<file path="config.mk">
export PLATFORM = sky130hd
export DESIGN_NAME = rtdvp_top
export DESIGN_NICKNAME = d
export VERILOG_FILES = /design/src/rtl/rtdvp_top.v /design/src/rtl/rtdvp_fifo.v
export VERILOG_INCLUDE_DIRS = /design/src /design/src/rtl
export SDC_FILE = /design/constraint.sdc
export NUM_CORES = 2
export LEC_CHECK = 0
export BUFFER_PORTS_ARGS = -buffer_cell sky130_fd_sc_hd__buf_2
export CORE_ASPECT_RATIO = 1.75
export CORE_MARGIN = 2
export CORE_UTILIZATION = 32
export CTS_CLUSTER_SIZE = 28
export DETAILED_ROUTE_END_ITERATION = 6
export GPL_TIMING_DRIVEN = 0
export PLACE_DENSITY = 0.53
export SLEW_MARGIN = 20
export SYNTH_ARGS = -nofsm -noshare
export SYNTH_HDL_FRONTEND = slang
export SYNTH_SLANG_ARGS = --single-unit
</file>
<file path="constraint.sdc">
create_clock -name clk_i -period 39.5 [get_ports clk_i]
set_input_delay 5.925 -clock clk_i [delete_from_list [all_inputs] [get_ports clk_i]]
set_output_delay 5.925 -clock clk_i [all_outputs]
set_load 0.05 [all_outputs]
</file>
<file path="src/rtl/rtdvp_consts.vh">
// Constants for the four-channel resistive input value processing block.
// Assumes a 20 MHz system clock; included by bare name.
// Contract
// - Damping ramps each input at configured percent of span per second; code steps by its own conversion time once per round of all active channels.
// - Sent value is clamped between configured lower and upper limits.
// - On fault with substitute mode, send substitute percent (-25..125).
// - Substitute word carries chosen line-break and invalid flags if enabled; code sets the line-break flag only while a line fault is present.
// - Simulation mode sends simulation percent instead of measured value.
// - Simulation invalid flag makes channel faulty, error mode then applies; code needs the simulation status flag too, and chan_fault_o does not show it.
// - Conversion: 120 ms per active channel, 240 ms in three-wire mode.
// - A channel word goes to the bus unit every 6.5 ms.
// - Channels handed over one at a time, in turn.
// - New configuration takes effect within 15 s of download.
// - Process value is unsigned, 0 to 65535.
// - One 16-bit word per channel, low four bits hold status.
// - Status bits omitted unless scaling is 10000 to 50000.
// - Words are placed in ascending channel order, channel one first.
// - Input digitised to 16 bits, -200 to 850 degrees span.
// - Last-valid mode keeps sending the last fault-free value.
// - Channel good again only after configured fault-free cycles.
// - Word bit 1 is the line fault flag, 1 means error.
`ifndef RTDVP_CONSTS_VH
`define RTDVP_CONSTS_VH
`define RTDVP_CLK_MHZ      20
`define RTDVP_T_CONV_US    120000
`define RTDVP_T_CONV3W_US  240000
`define RTDVP_T_HAND_US    6500
`define RTDVP_T_APPLY_US   15000000
`define RTDVP_CONV_CYC     (`RTDVP_T_CONV_US * `RTDVP_CLK_MHZ)
`define RTDVP_CONV3W_CYC   (`RTDVP_T_CONV3W_US * `RTDVP_CLK_MHZ)
`define RTDVP_HAND_CYC     (`RTDVP_T_HAND_US * `RTDVP_CLK_MHZ)
`define RTDVP_APPLY_CYC    (`RTDVP_T_APPLY_US * `RTDVP_CLK_MHZ)
`define RTDVP_T_CONV_MS    120
`define RTDVP_T_CONV3W_MS  240
`define RTDVP_RAMP_DIV     100000
`define RTDVP_STD_START    16'h2710
`define RTDVP_STD_END      16'hC350
`define RTDVP_ST_LINE_BIT  1
`define RTDVP_ST_INV_BIT   3
`define RTDVP_ERR_CURRENT  2'h0
`define RTDVP_ERR_SUBST    2'h1
`define RTDVP_ERR_LAST     2'h2
`define RTDVP_FIFO_DEPTH   16
`define RTDVP_FIFO_AW      4
`endif

</file>
<file path="src/rtl/rtdvp_top.v">
// Per-channel value processing and cyclic hand-over, four channels.
// Assumes an external converter answering start pulses on this clock and
// configuration ports held stable while cfg_pend_o is high.
`timescale 1ns/1ps
`include "rtdvp_consts.vh"
module rtdvp_top #(
    parameter CONV_CYC   = `RTDVP_CONV_CYC,
    parameter CONV3W_CYC = `RTDVP_CONV3W_CYC,
    parameter HAND_CYC   = `RTDVP_HAND_CYC,
    parameter APPLY_CYC  = `RTDVP_APPLY_CYC
) (
    input  wire        clk_i,
    input  wire        rstn_i,
    output wire        adc_start_o,
    output wire [1:0]  adc_chan_o,
    input  wire [15:0] adc_data_i,
    input  wire        adc_fault_i,
    input  wire        cfg_load_i,
    output wire        cfg_pend_o,
    input  wire [3:0]  cfg_active_i,
    input  wire [3:0]  cfg_3wire_i,
    input  wire        cfg_sim_i,
    input  wire [1:0]  cfg_err_mode_i,
    input  wire        cfg_with_status_i,
    input  wire [15:0] cfg_range_start_i,
    input  wire [15:0] cfg_range_end_i,
    input  wire [15:0] cfg_min_tx_i,
    input  wire [15:0] cfg_max_tx_i,
    input  wire [7:0]  cfg_filter_pct_i,
    input  wire [8:0]  cfg_subst_pct_i,
    input  wire        cfg_subst_st_i,
    input  wire        cfg_subst_lb_i,
    input  wire        cfg_subst_inv_i,
    input  wire [8:0]  cfg_sim_pct_i,
    input  wire        cfg_sim_st_i,
    input  wire        cfg_sim_lb_i,
    input  wire        cfg_sim_inv_i,
    input  wire        cfg_line_fault_check_i,
    input  wire [7:0]  cfg_fault_clear_cycles_i,
    output wire        bu_valid_o,
    input  wire        bu_ready_i,
    output wire [1:0]  bu_chan_o,
    output wire [15:0] bu_data_o,
    output wire [3:0]  chan_fault_o
);
    localparam S_PICK = 2'h0;
    localparam S_WAIT = 2'h1;
    localparam S_PROC = 2'h2;
    reg         rs1_q;
    reg         rs2_q;
    wire        rst_n;
    reg  [1:0]  st_q;
    reg  [1:0]  cv_ch_q;
    reg  [31:0] tmr_q;
    reg         start_q;
    reg  [15:0] samp_q;
    reg         pflt_q;
    reg         pend_q;
    reg  [31:0] apl_q;
    reg  [3:0]  act_q;
    reg  [3:0]  w3_q;
    reg         sim_q;
    reg  [1:0]  em_q;
    reg         wst_q;
    reg  [15:0] rs_q;
    reg  [15:0] re_q;
    reg  [15:0] mn_q;
    reg  [15:0] mx_q;
    reg  [7:0]  fp_q;
    reg  [8:0]  sbp_q;
    reg  [2:0]  sbf_q;
    reg  [8:0]  smp_q;
    reg  [2:0]  smf_q;
    reg         lfc_q;
    reg  [7:0]  fcc_q;
    reg  [15:0] filt_q [0:3];
    reg  [15:0] last_q [0:3];
    reg  [15:0] word_q [0:3];
    reg  [7:0]  good_q [0:3];
    reg  [3:0]  bad_q;
    reg  [3:0]  seen_q;
    reg  [31:0] hnd_q;
    reg         tick_q;
    reg  [1:0]  hch_q;
    wire        f_ready;
    wire        apply;
    integer     i;
    // Percent of range to raw word; 0% is range start, 100% range end
    function [15:0] pct2raw;
        input [8:0]  pct;
        input [15:0] rs;
        input [15:0] re;
        input [15:0] lo;
        input [15:0] hi;
        reg signed [17:0] diff;
        reg signed [27:0] val;
        begin
            diff = $signed({2'b00, re}) - $signed({2'b00, rs});
            val  = $signed(pct) * diff / 28'sd100;
            val  = val + $signed({12'h000, rs});
            pct2raw = clampv(val, lo, hi);
        end
    endfunction
    function [15:0] clampv;
        input signed [27:0] v;
        input [15:0]        lo;
        input [15:0]        hi;
        begin
            if (v < $signed({12'h000, lo})) begin
                clampv = lo;
            end else if (v > $signed({12'h000, hi})) begin
                clampv = hi;
            end else begin
                clampv = v[15:0];
            end
        end
    endfunction
    // Reset is released through two flops; assertion stays asynchronous
    always @(posedge clk_i or negedge rstn_i) begin
        if (!rstn_i) begin
            rs1_q <= 1'b0;
            rs2_q <= 1'b0;
        end else begin
            rs1_q <= 1'b1;
            rs2_q <= rs1_q;
        end
    end
    assign rst_n = rs2_q;
    // Download waits for the next round start, bounded by the apply timer
    assign apply = pend_q & (((st_q == S_PICK) & (cv_ch_q == 2'h0))
                   | (apl_q == 32'h0000_0000));
    assign cfg_pend_o = pend_q;
    always @(posedge clk_i or negedge rst_n) begin
        if (!rst_n) begin
            pend_q <= 1'b0;
            apl_q  <= 32'h0000_0000;
            act_q  <= 4'h0;
            w3_q   <= 4'h0;
            sim_q  <= 1'b0;
            em_q   <= `RTDVP_ERR_CURRENT;
            wst_q  <= 1'b0;
            rs_q   <= `RTDVP_STD_START;
            re_q   <= `RTDVP_STD_END;
            mn_q   <= 16'h0000;
            mx_q   <= 16'hFFFF;
            fp_q   <= 8'h00;
            sbp_q  <= 9'h000;
            sbf_q  <= 3'h0;
            smp_q  <= 9'h000;
            smf_q  <= 3'h0;
            lfc_q  <= 1'b0;
            fcc_q  <= 8'h00;
        end else if (cfg_load_i) begin
            pend_q <= 1'b1;
            apl_q  <= APPLY_CYC - 1;
        end else if (apply) begin
            pend_q <= 1'b0;
            act_q  <= cfg_active_i;
            w3_q   <= cfg_3wire_i;
            sim_q  <= cfg_sim_i;
            em_q   <= cfg_err_mode_i;
            wst_q  <= cfg_with_status_i;
            rs_q   <= cfg_range_start_i;
            re_q   <= cfg_range_end_i;
            mn_q   <= cfg_min_tx_i;
            mx_q   <= cfg_max_tx_i;
            fp_q   <= cfg_filter_pct_i;
            sbp_q  <= cfg_subst_pct_i;
            sbf_q  <= {cfg_subst_st_i, cfg_subst_lb_i, cfg_subst_inv_i};
            smp_q  <= cfg_sim_pct_i;
            smf_q  <= {cfg_sim_st_i, cfg_sim_lb_i, cfg_sim_inv_i};
            lfc_q  <= cfg_line_fault_check_i;
            fcc_q  <= cfg_fault_clear_cycles_i;
        end else if (pend_q) begin
            apl_q <= apl_q - 32'h0000_0001;
        end
    end
    // Conversion sequencer: one channel at a time, skipping idle ones
    always @(posedge clk_i or negedge rst_n) begin
        if (!rst_n) begin
            st_q    <= S_PICK;
            cv_ch_q <= 2'h0;
            tmr_q   <= 32'h0000_0000;
            start_q <= 1'b0;
            samp_q  <= 16'h0000;
            pflt_q  <= 1'b0;
        end else begin
            start_q <= 1'b0;
            case (st_q)
                S_PICK: begin
                    if (act_q[cv_ch_q] & ~apply) begin
                        start_q <= 1'b1;
                        st_q    <= S_WAIT;
                        tmr_q   <= w3_q[cv_ch_q] ? CONV3W_CYC - 1
                                                 : CONV_CYC - 1;
                    end else if (~apply) begin
                        cv_ch_q <= cv_ch_q + 2'h1;
                    end
                end
                S_WAIT: begin
                    if (tmr_q == 32'h0000_0000) begin
                        samp_q <= adc_data_i;
                        pflt_q <= adc_fault_i & lfc_q;
                        st_q   <= S_PROC;
                    end else begin
                        tmr_q <= tmr_q - 32'h0000_0001;
                    end
                end
                S_PROC: begin
                    cv_ch_q <= cv_ch_q + 2'h1;
                    st_q    <= S_PICK;
                end
                default: begin
                    st_q <= S_PICK;
                end
            endcase
        end
    end
    assign adc_start_o = start_q;
    assign adc_chan_o  = cv_ch_q;
    // Value path for the channel just converted
    reg  [15:0] nf;
    reg  [31:0] step;
    reg  [16:0] gap;
    reg         badn;
    reg         flt;
    reg         inv;
    reg  [15:0] val;
    reg  [15:0] meas;
    reg  [3:0]  sts;
    reg  [7:0]  gn;
    always @* begin
        gap  = 17'h0_0000;
        step = {24'h00_0000, fp_q} * {16'h0000, re_q - rs_q}
               * (w3_q[cv_ch_q] ? `RTDVP_T_CONV3W_MS : `RTDVP_T_CONV_MS)
               / `RTDVP_RAMP_DIV;
        if (step == 32'h0000_0000) begin
            step = 32'h0000_0001;
        end
        nf = samp_q;
        if (fp_q != 8'h00 && seen_q[cv_ch_q]) begin
            if (samp_q > filt_q[cv_ch_q]) begin
                gap = {1'b0, samp_q - filt_q[cv_ch_q]};
                if ({15'h0000, gap} > step) begin
                    nf = filt_q[cv_ch_q] + step[15:0];
                end
            end else begin
                gap = {1'b0, filt_q[cv_ch_q] - samp_q};
                if ({15'h0000, gap} > step) begin
                    nf = filt_q[cv_ch_q] - step[15:0];
                end
            end
        end
        gn = good_q[cv_ch_q] + 8'h01;
        badn = pflt_q | (bad_q[cv_ch_q] & (gn < fcc_q));
        meas = clampv({12'h000, nf}, mn_q, mx_q);
        inv  = sim_q & smf_q[2] & smf_q[0];
        flt  = badn | inv;
        val  = sim_q ? pct2raw(smp_q, rs_q, re_q, mn_q, mx_q)
                     : meas;
        sts  = 4'h0;
        sts[`RTDVP_ST_LINE_BIT] = badn;
        if (sim_q) begin
            sts[`RTDVP_ST_LINE_BIT] = smf_q[2] & smf_q[1] & badn;
            sts[`RTDVP_ST_INV_BIT]  = inv;
        end
        if (flt && em_q == `RTDVP_ERR_SUBST) begin
            val = pct2raw(sbp_q, rs_q, re_q, mn_q, mx_q);
            sts[`RTDVP_ST_LINE_BIT] = sbf_q[2] & sbf_q[1] & badn;
            sts[`RTDVP_ST_INV_BIT]  = sbf_q[2] & sbf_q[0];
        end else if (flt && em_q == `RTDVP_ERR_LAST) begin
            val = last_q[cv_ch_q];
        end
    end
    always @(posedge clk_i or negedge rst_n) begin
        if (!rst_n) begin
            bad_q  <= 4'h0;
            seen_q <= 4'h0;
            for (i = 0; i < 4; i = i + 1) begin
                filt_q[i] <= 16'h0000;
                last_q[i] <= 16'h0000;
                word_q[i] <= 16'h0000;
                good_q[i] <= 8'h00;
            end
        end else if (st_q == S_PROC) begin
            filt_q[cv_ch_q] <= nf;
            seen_q[cv_ch_q] <= 1'b1;
            bad_q[cv_ch_q]  <= badn;
            good_q[cv_ch_q] <= (pflt_q | ~badn) ? 8'h00 : gn;
            if (!flt) begin
                last_q[cv_ch_q] <= val;
            end
            // Status rides in the low nibble only for standard scaling
            if (wst_q && rs_q == `RTDVP_STD_START
                      && re_q == `RTDVP_STD_END) begin
                word_q[cv_ch_q] <= {val[15:4], sts};
            end else begin
                word_q[cv_ch_q] <= val;
            end
        end
    end
    assign chan_fault_o = bad_q;
    // Hand-over pacing; a tick waits while the FIFO is full
    always @(posedge clk_i or negedge rst_n) begin
        if (!rst_n) begin
            hnd_q  <= 32'h0000_0000;
            tick_q <= 1'b0;
            hch_q  <= 2'h0;
        end else begin
            if (hnd_q == HAND_CYC - 1) begin
                hnd_q  <= 32'h0000_0000;
                tick_q <= 1'b1;
            end else begin
                hnd_q <= hnd_q + 32'h0000_0001;
            end
            if (tick_q & f_ready) begin
                hch_q <= hch_q + 2'h1;
                if (hnd_q != HAND_CYC - 1) begin
                    tick_q <= 1'b0;
                end
            end
        end
    end
    rtdvp_fifo #(
        .WIDTH (18),
        .DEPTH (`RTDVP_FIFO_DEPTH),
        .AW    (`RTDVP_FIFO_AW)
    ) u_fifo (
        .clk_i       (clk_i),
        .rstn_i      (rst_n),
        .in_valid_i  (tick_q),
        .in_ready_o  (f_ready),
        .in_data_i   ({hch_q, word_q[hch_q]}),
        .out_valid_o (bu_valid_o),
        .out_ready_i (bu_ready_i),
        .out_data_o  ({bu_chan_o, bu_data_o})
    );
endmodule

</file>
<file path="src/rtl/rtdvp_fifo.v">
// Small FIFO with valid/ready on both sides and registered read data.
// Assumes one clock and an already synchronised active-low reset.
`timescale 1ns/1ps
module rtdvp_fifo #(
    parameter WIDTH = 18,
    parameter DEPTH = 16,
    parameter AW    = 4
) (
    input  wire             clk_i,
    input  wire             rstn_i,
    input  wire             in_valid_i,
    output wire             in_ready_o,
    input  wire [WIDTH-1:0] in_data_i,
    output wire             out_valid_o,
    input  wire             out_ready_i,
    output wire [WIDTH-1:0] out_data_o
);
    reg [WIDTH-1:0] mem [0:DEPTH-1];
    reg [AW-1:0]    wp_q;
    reg [AW-1:0]    rp_q;
    reg [AW:0]      cnt_q;
    reg [WIDTH-1:0] dout_q;
    reg             ov_q;
    wire            push;
    wire            pop;

    // Output register is not counted, so DEPTH words sit in memory
    assign in_ready_o  = (cnt_q != DEPTH[AW:0]);
    assign push        = in_valid_i & in_ready_o;
    assign pop         = (cnt_q != {(AW+1){1'b0}}) & (~ov_q | out_ready_i);
    assign out_valid_o = ov_q;
    assign out_data_o  = dout_q;

    always @(posedge clk_i) begin
        if (push) begin
            mem[wp_q] <= in_data_i;
        end
    end

    always @(posedge clk_i or negedge rstn_i) begin
        if (!rstn_i) begin
            wp_q   <= {AW{1'b0}};
            rp_q   <= {AW{1'b0}};
            cnt_q  <= {(AW+1){1'b0}};
            dout_q <= {WIDTH{1'b0}};
            ov_q   <= 1'b0;
        end else begin
            if (push) begin
                wp_q <= wp_q + 1'b1;
            end
            if (pop) begin
                rp_q   <= rp_q + 1'b1;
                dout_q <= mem[rp_q];
                ov_q   <= 1'b1;
            end else if (out_ready_i) begin
                ov_q <= 1'b0;
            end
            cnt_q <= cnt_q + {{AW{1'b0}}, push} - {{AW{1'b0}}, pop};
        end
    end
endmodule

</file>
==> results.txt <==
status -> completed
RSZ-0062 raised after global routing -> no
post-cts resize count -> 0
CTS sink cnt -> 793
Nets -> 9,945
Detailed Route WL -> 280,000 um
deepest clock path buffer count -> 3
layout cells sized above 1 -> 12.7%
largest net degree at the start of global routing -> 54
post-synthesis register bit count -> 793
fin. max-slew vios -> 0
Initial Utilization -> 32.1%
first-pass GRT wire length -> 424,000 um
Post-DP Area -> 85,500 um^2
CTS H-tree depth -> 3
final setup fails -> 0
Setup TNS -> 0 ns
vias per cell -> 5.50
commonest cells after routing, fill and taps aside -> nand2_1 (988), inv_1 (665), ha_1 (497)
met3 Use GR -> 2.34%
Async SR Flop Fraction -> 63.7%
Post-Layout Inst Area -> 88,600 um^2
CP Capture Type -> flip-flop
Rows -> 242
worst-margin pin slew -> 1.31 ns
DRC -> 0
most frequent CP cell -> a21o_1
Max Freq -> 27.1 MHz
Util after Layout -> 35.8%
Worst EP required -> 40.14 ns
Synth Instances -> 8,602
Max Cap Viol -> 0
setup slack after layout -> 2.58 ns
syn_nets -> 9,648
commonest non-fill, non-tap cell in the layout -> nand2_1
Reg clk slew, reported paths -> 0.06 ns
GRT met1 Usage -> 23.1%
grt ovf -> 0
Post-Syn Area -> 79,500 um^2
die height -> 663 um
Yosys warnings -> 0
global-route usage over all layers -> 21.7%
Slowest cell on crit path -> a2111oi_0
via count -> 67,500
number of synthesized flops with an enable pin -> 288
initial detailed-routing violation count -> 4,240
Inserted Clock Buffers -> 83
pre-CTS setup slack -> 0.834 ns
ratio of final minimum period to clock period -> 93.5%
Detailed Routing Iterations Pass 1 -> 6
initial antenna violation count -> 32
die width -> 381 um
Final Hold Viols -> 0
Critical Path Max Stage Delay -> 0.67 ns
Final min period -> 36.92 ns
vias in the first global route -> 69,700
IO Pins -> 165
buffers added on ports -> 164
Antenna Violating Nets Remaining -> 0
CORE AREA -> 248,000 um^2
CTS tree -> built
DP Wirelength -> 232,000 um
clock root buffer -> clkbuf_16
Hold Path Class -> reg -> async
worst path arrival time -> 37.56 ns
Avg WL per Cell -> 22.8 um
register area share after synthesis -> 26.8%
Worst Skew -> 0.0388 ns
Slew Limit Headroom -> 12.1%
Post-CTS Setup Repair Bufs -> 0
Die ar. -> 253,000 um^2
Synth Flop Type -> dfrtp_1
crit path kind -> reg -> reg
clk_lat worst skew -> 0.73 ns
Layout area overhead -> 11.5%
met2 Use GR -> 41.4%
placer's final routability congestion estimate -> 0.958
Syn Area/Cell -> 9.25 um^2
hold-fix buffers at CTS -> 0
Worst setup SP type -> flip-flop
crit path max fanout -> 12
post-synth cell types -> 167
busiest grt layer -> met2
## logic make-up (layout without fill, tap and decap cells)
family | after synthesis | in the layout | share of synthesized area, %
adder cells (fa/ha/maj) | 930 | 930 | 18.4
XOR/XNOR | 519 | 519 | 5.84
AND/OR/NAND/NOR | 2788 | 2788 | 17.4
other | 1 | 10 | 0.00472
buffers and inverters | 1038 | 1406 | 5.20
flip-flops | 793 | 793 | 26.8
multiplexers | 427 | 427 | 8.01
AO/OA/AOI/OAI | 2106 | 2106 | 18.3
## layer usage
metal / wire length [um] / up-vias / share of wire, %
met4: 17500 / 14 / 6.3
met2: 149000 / 1818 / 53
met1: 101000 / 33700 / 36
met5: 81 / - / 0.029
met3: 12000 / 581 / 4.3
li1: - / 31400 / -
## stage by stage
step,std cells,hold slack [ns]
5_1_grt,12300,0.355
2_1_floorplan,8602,0.331
6_report,12300,0.314
3_5_place_dp,12100,0.325
3_3_place_gp,12100,0.337
4_1_cts,12300,0.334
## flip-flops by register name, summed over array words and instances (netlist names), 18 cells and up, named ones only
register and cells:
hnd_q 32, u_fifo.out_data_o 18, filt_q 64, last_q 64, good_q 32, u_fifo.mem 288, tmr_q 32, apl_q 32
## final cells by class
class                      count  area (um^2)
fill                       25400       159000
multi-input combinational   6771        54500
sequential                   793        21300
tap                         3294         4120
inverter                     679         2550
clock buffer                 112         2380
timing repair buffer         214         1620
buffer                       357         1620
clock inverter                44          549
antenna                        9         22.5
## critical path, delay by kind of cell, from the launching register on
family	cells	cell delay [ns]
AO/OA/AOI/OAI	79	18.52
XOR/XNOR	3	1.58
adder cells (fa/ha/maj)	13	5.29
buffers and inverters	23	5.10
flip-flops	1	0.50
multiplexers	8	2.58
AND/OR/NAND/NOR	23	3.20
## final timing paths
kind / startpoint / endpoint / slack, ns / cells after the start
min reg2reg: rs2_q$_DFF_PN0_ / fcc_q[0]$_DFFE_PN0P_ / 0.31 / 0
min in group clk_i: rs1_q$_DFF_PN0_ / rs2_q$_DFF_PN0_ / 0.35 / 0
max: pct2raw.rs[2]$_DFFE_PN0P_ / last_q[35]$_DFFE_PN0P_ / 2.58 / 149
min: rs2_q$_DFF_PN0_ / fcc_q[0]$_DFFE_PN0P_ / 0.31 / 0
max reg2reg: pct2raw.rs[2]$_DFFE_PN0P_ / last_q[35]$_DFFE_PN0P_ / 2.58 / 149
max in group asynchronous: rstn_i / rs2_q$_DFF_PN0_ / 34.41 / 1
## cells in the mapped netlist, types with 28 or more instances
master / instances / area (um^2)
o21ai_0: 462 / 2310
or3_1: 61 / 382
o21a_1: 55 / 413
nor2_1: 504 / 1890
a211oi_1: 75 / 563
nand2_1: 988 / 3710
edfxtp_1: 288 / 8650
buf_1: 28 / 105
mux2i_1: 109 / 1090
o211ai_1: 75 / 563
mux4_2: 148 / 3330
mux2_2: 156 / 1760
a21oi_1: 416 / 2080
or2_2: 46 / 288
xnor2_1: 359 / 3140
nand3_1: 155 / 776
nor3_1: 159 / 796
ha_1: 497 / 6220
and3_1: 68 / 425
a21o_1: 124 / 931
nand4_1: 83 / 519
inv_1: 665 / 2500
o21bai_1: 81 / 608
nand2b_1: 117 / 732
clkbuf_1: 252 / 946
buf_2: 36 / 180
buf_4: 28 / 210
a22oi_1: 29 / 218
xor2_1: 148 / 1300
nor4_1: 73 / 457
dfrtp_1: 478 / 12000
o31ai_1: 53 / 398
o21ai_1: 144 / 721
and2_1: 225 / 1410
fa_1: 411 / 8230
a31oi_1: 78 / 488
nor2b_1: 105 / 657
Power is not shown: default switching activity piles up to over one toggle a cycle in this logic, so the estimate is an artifact.
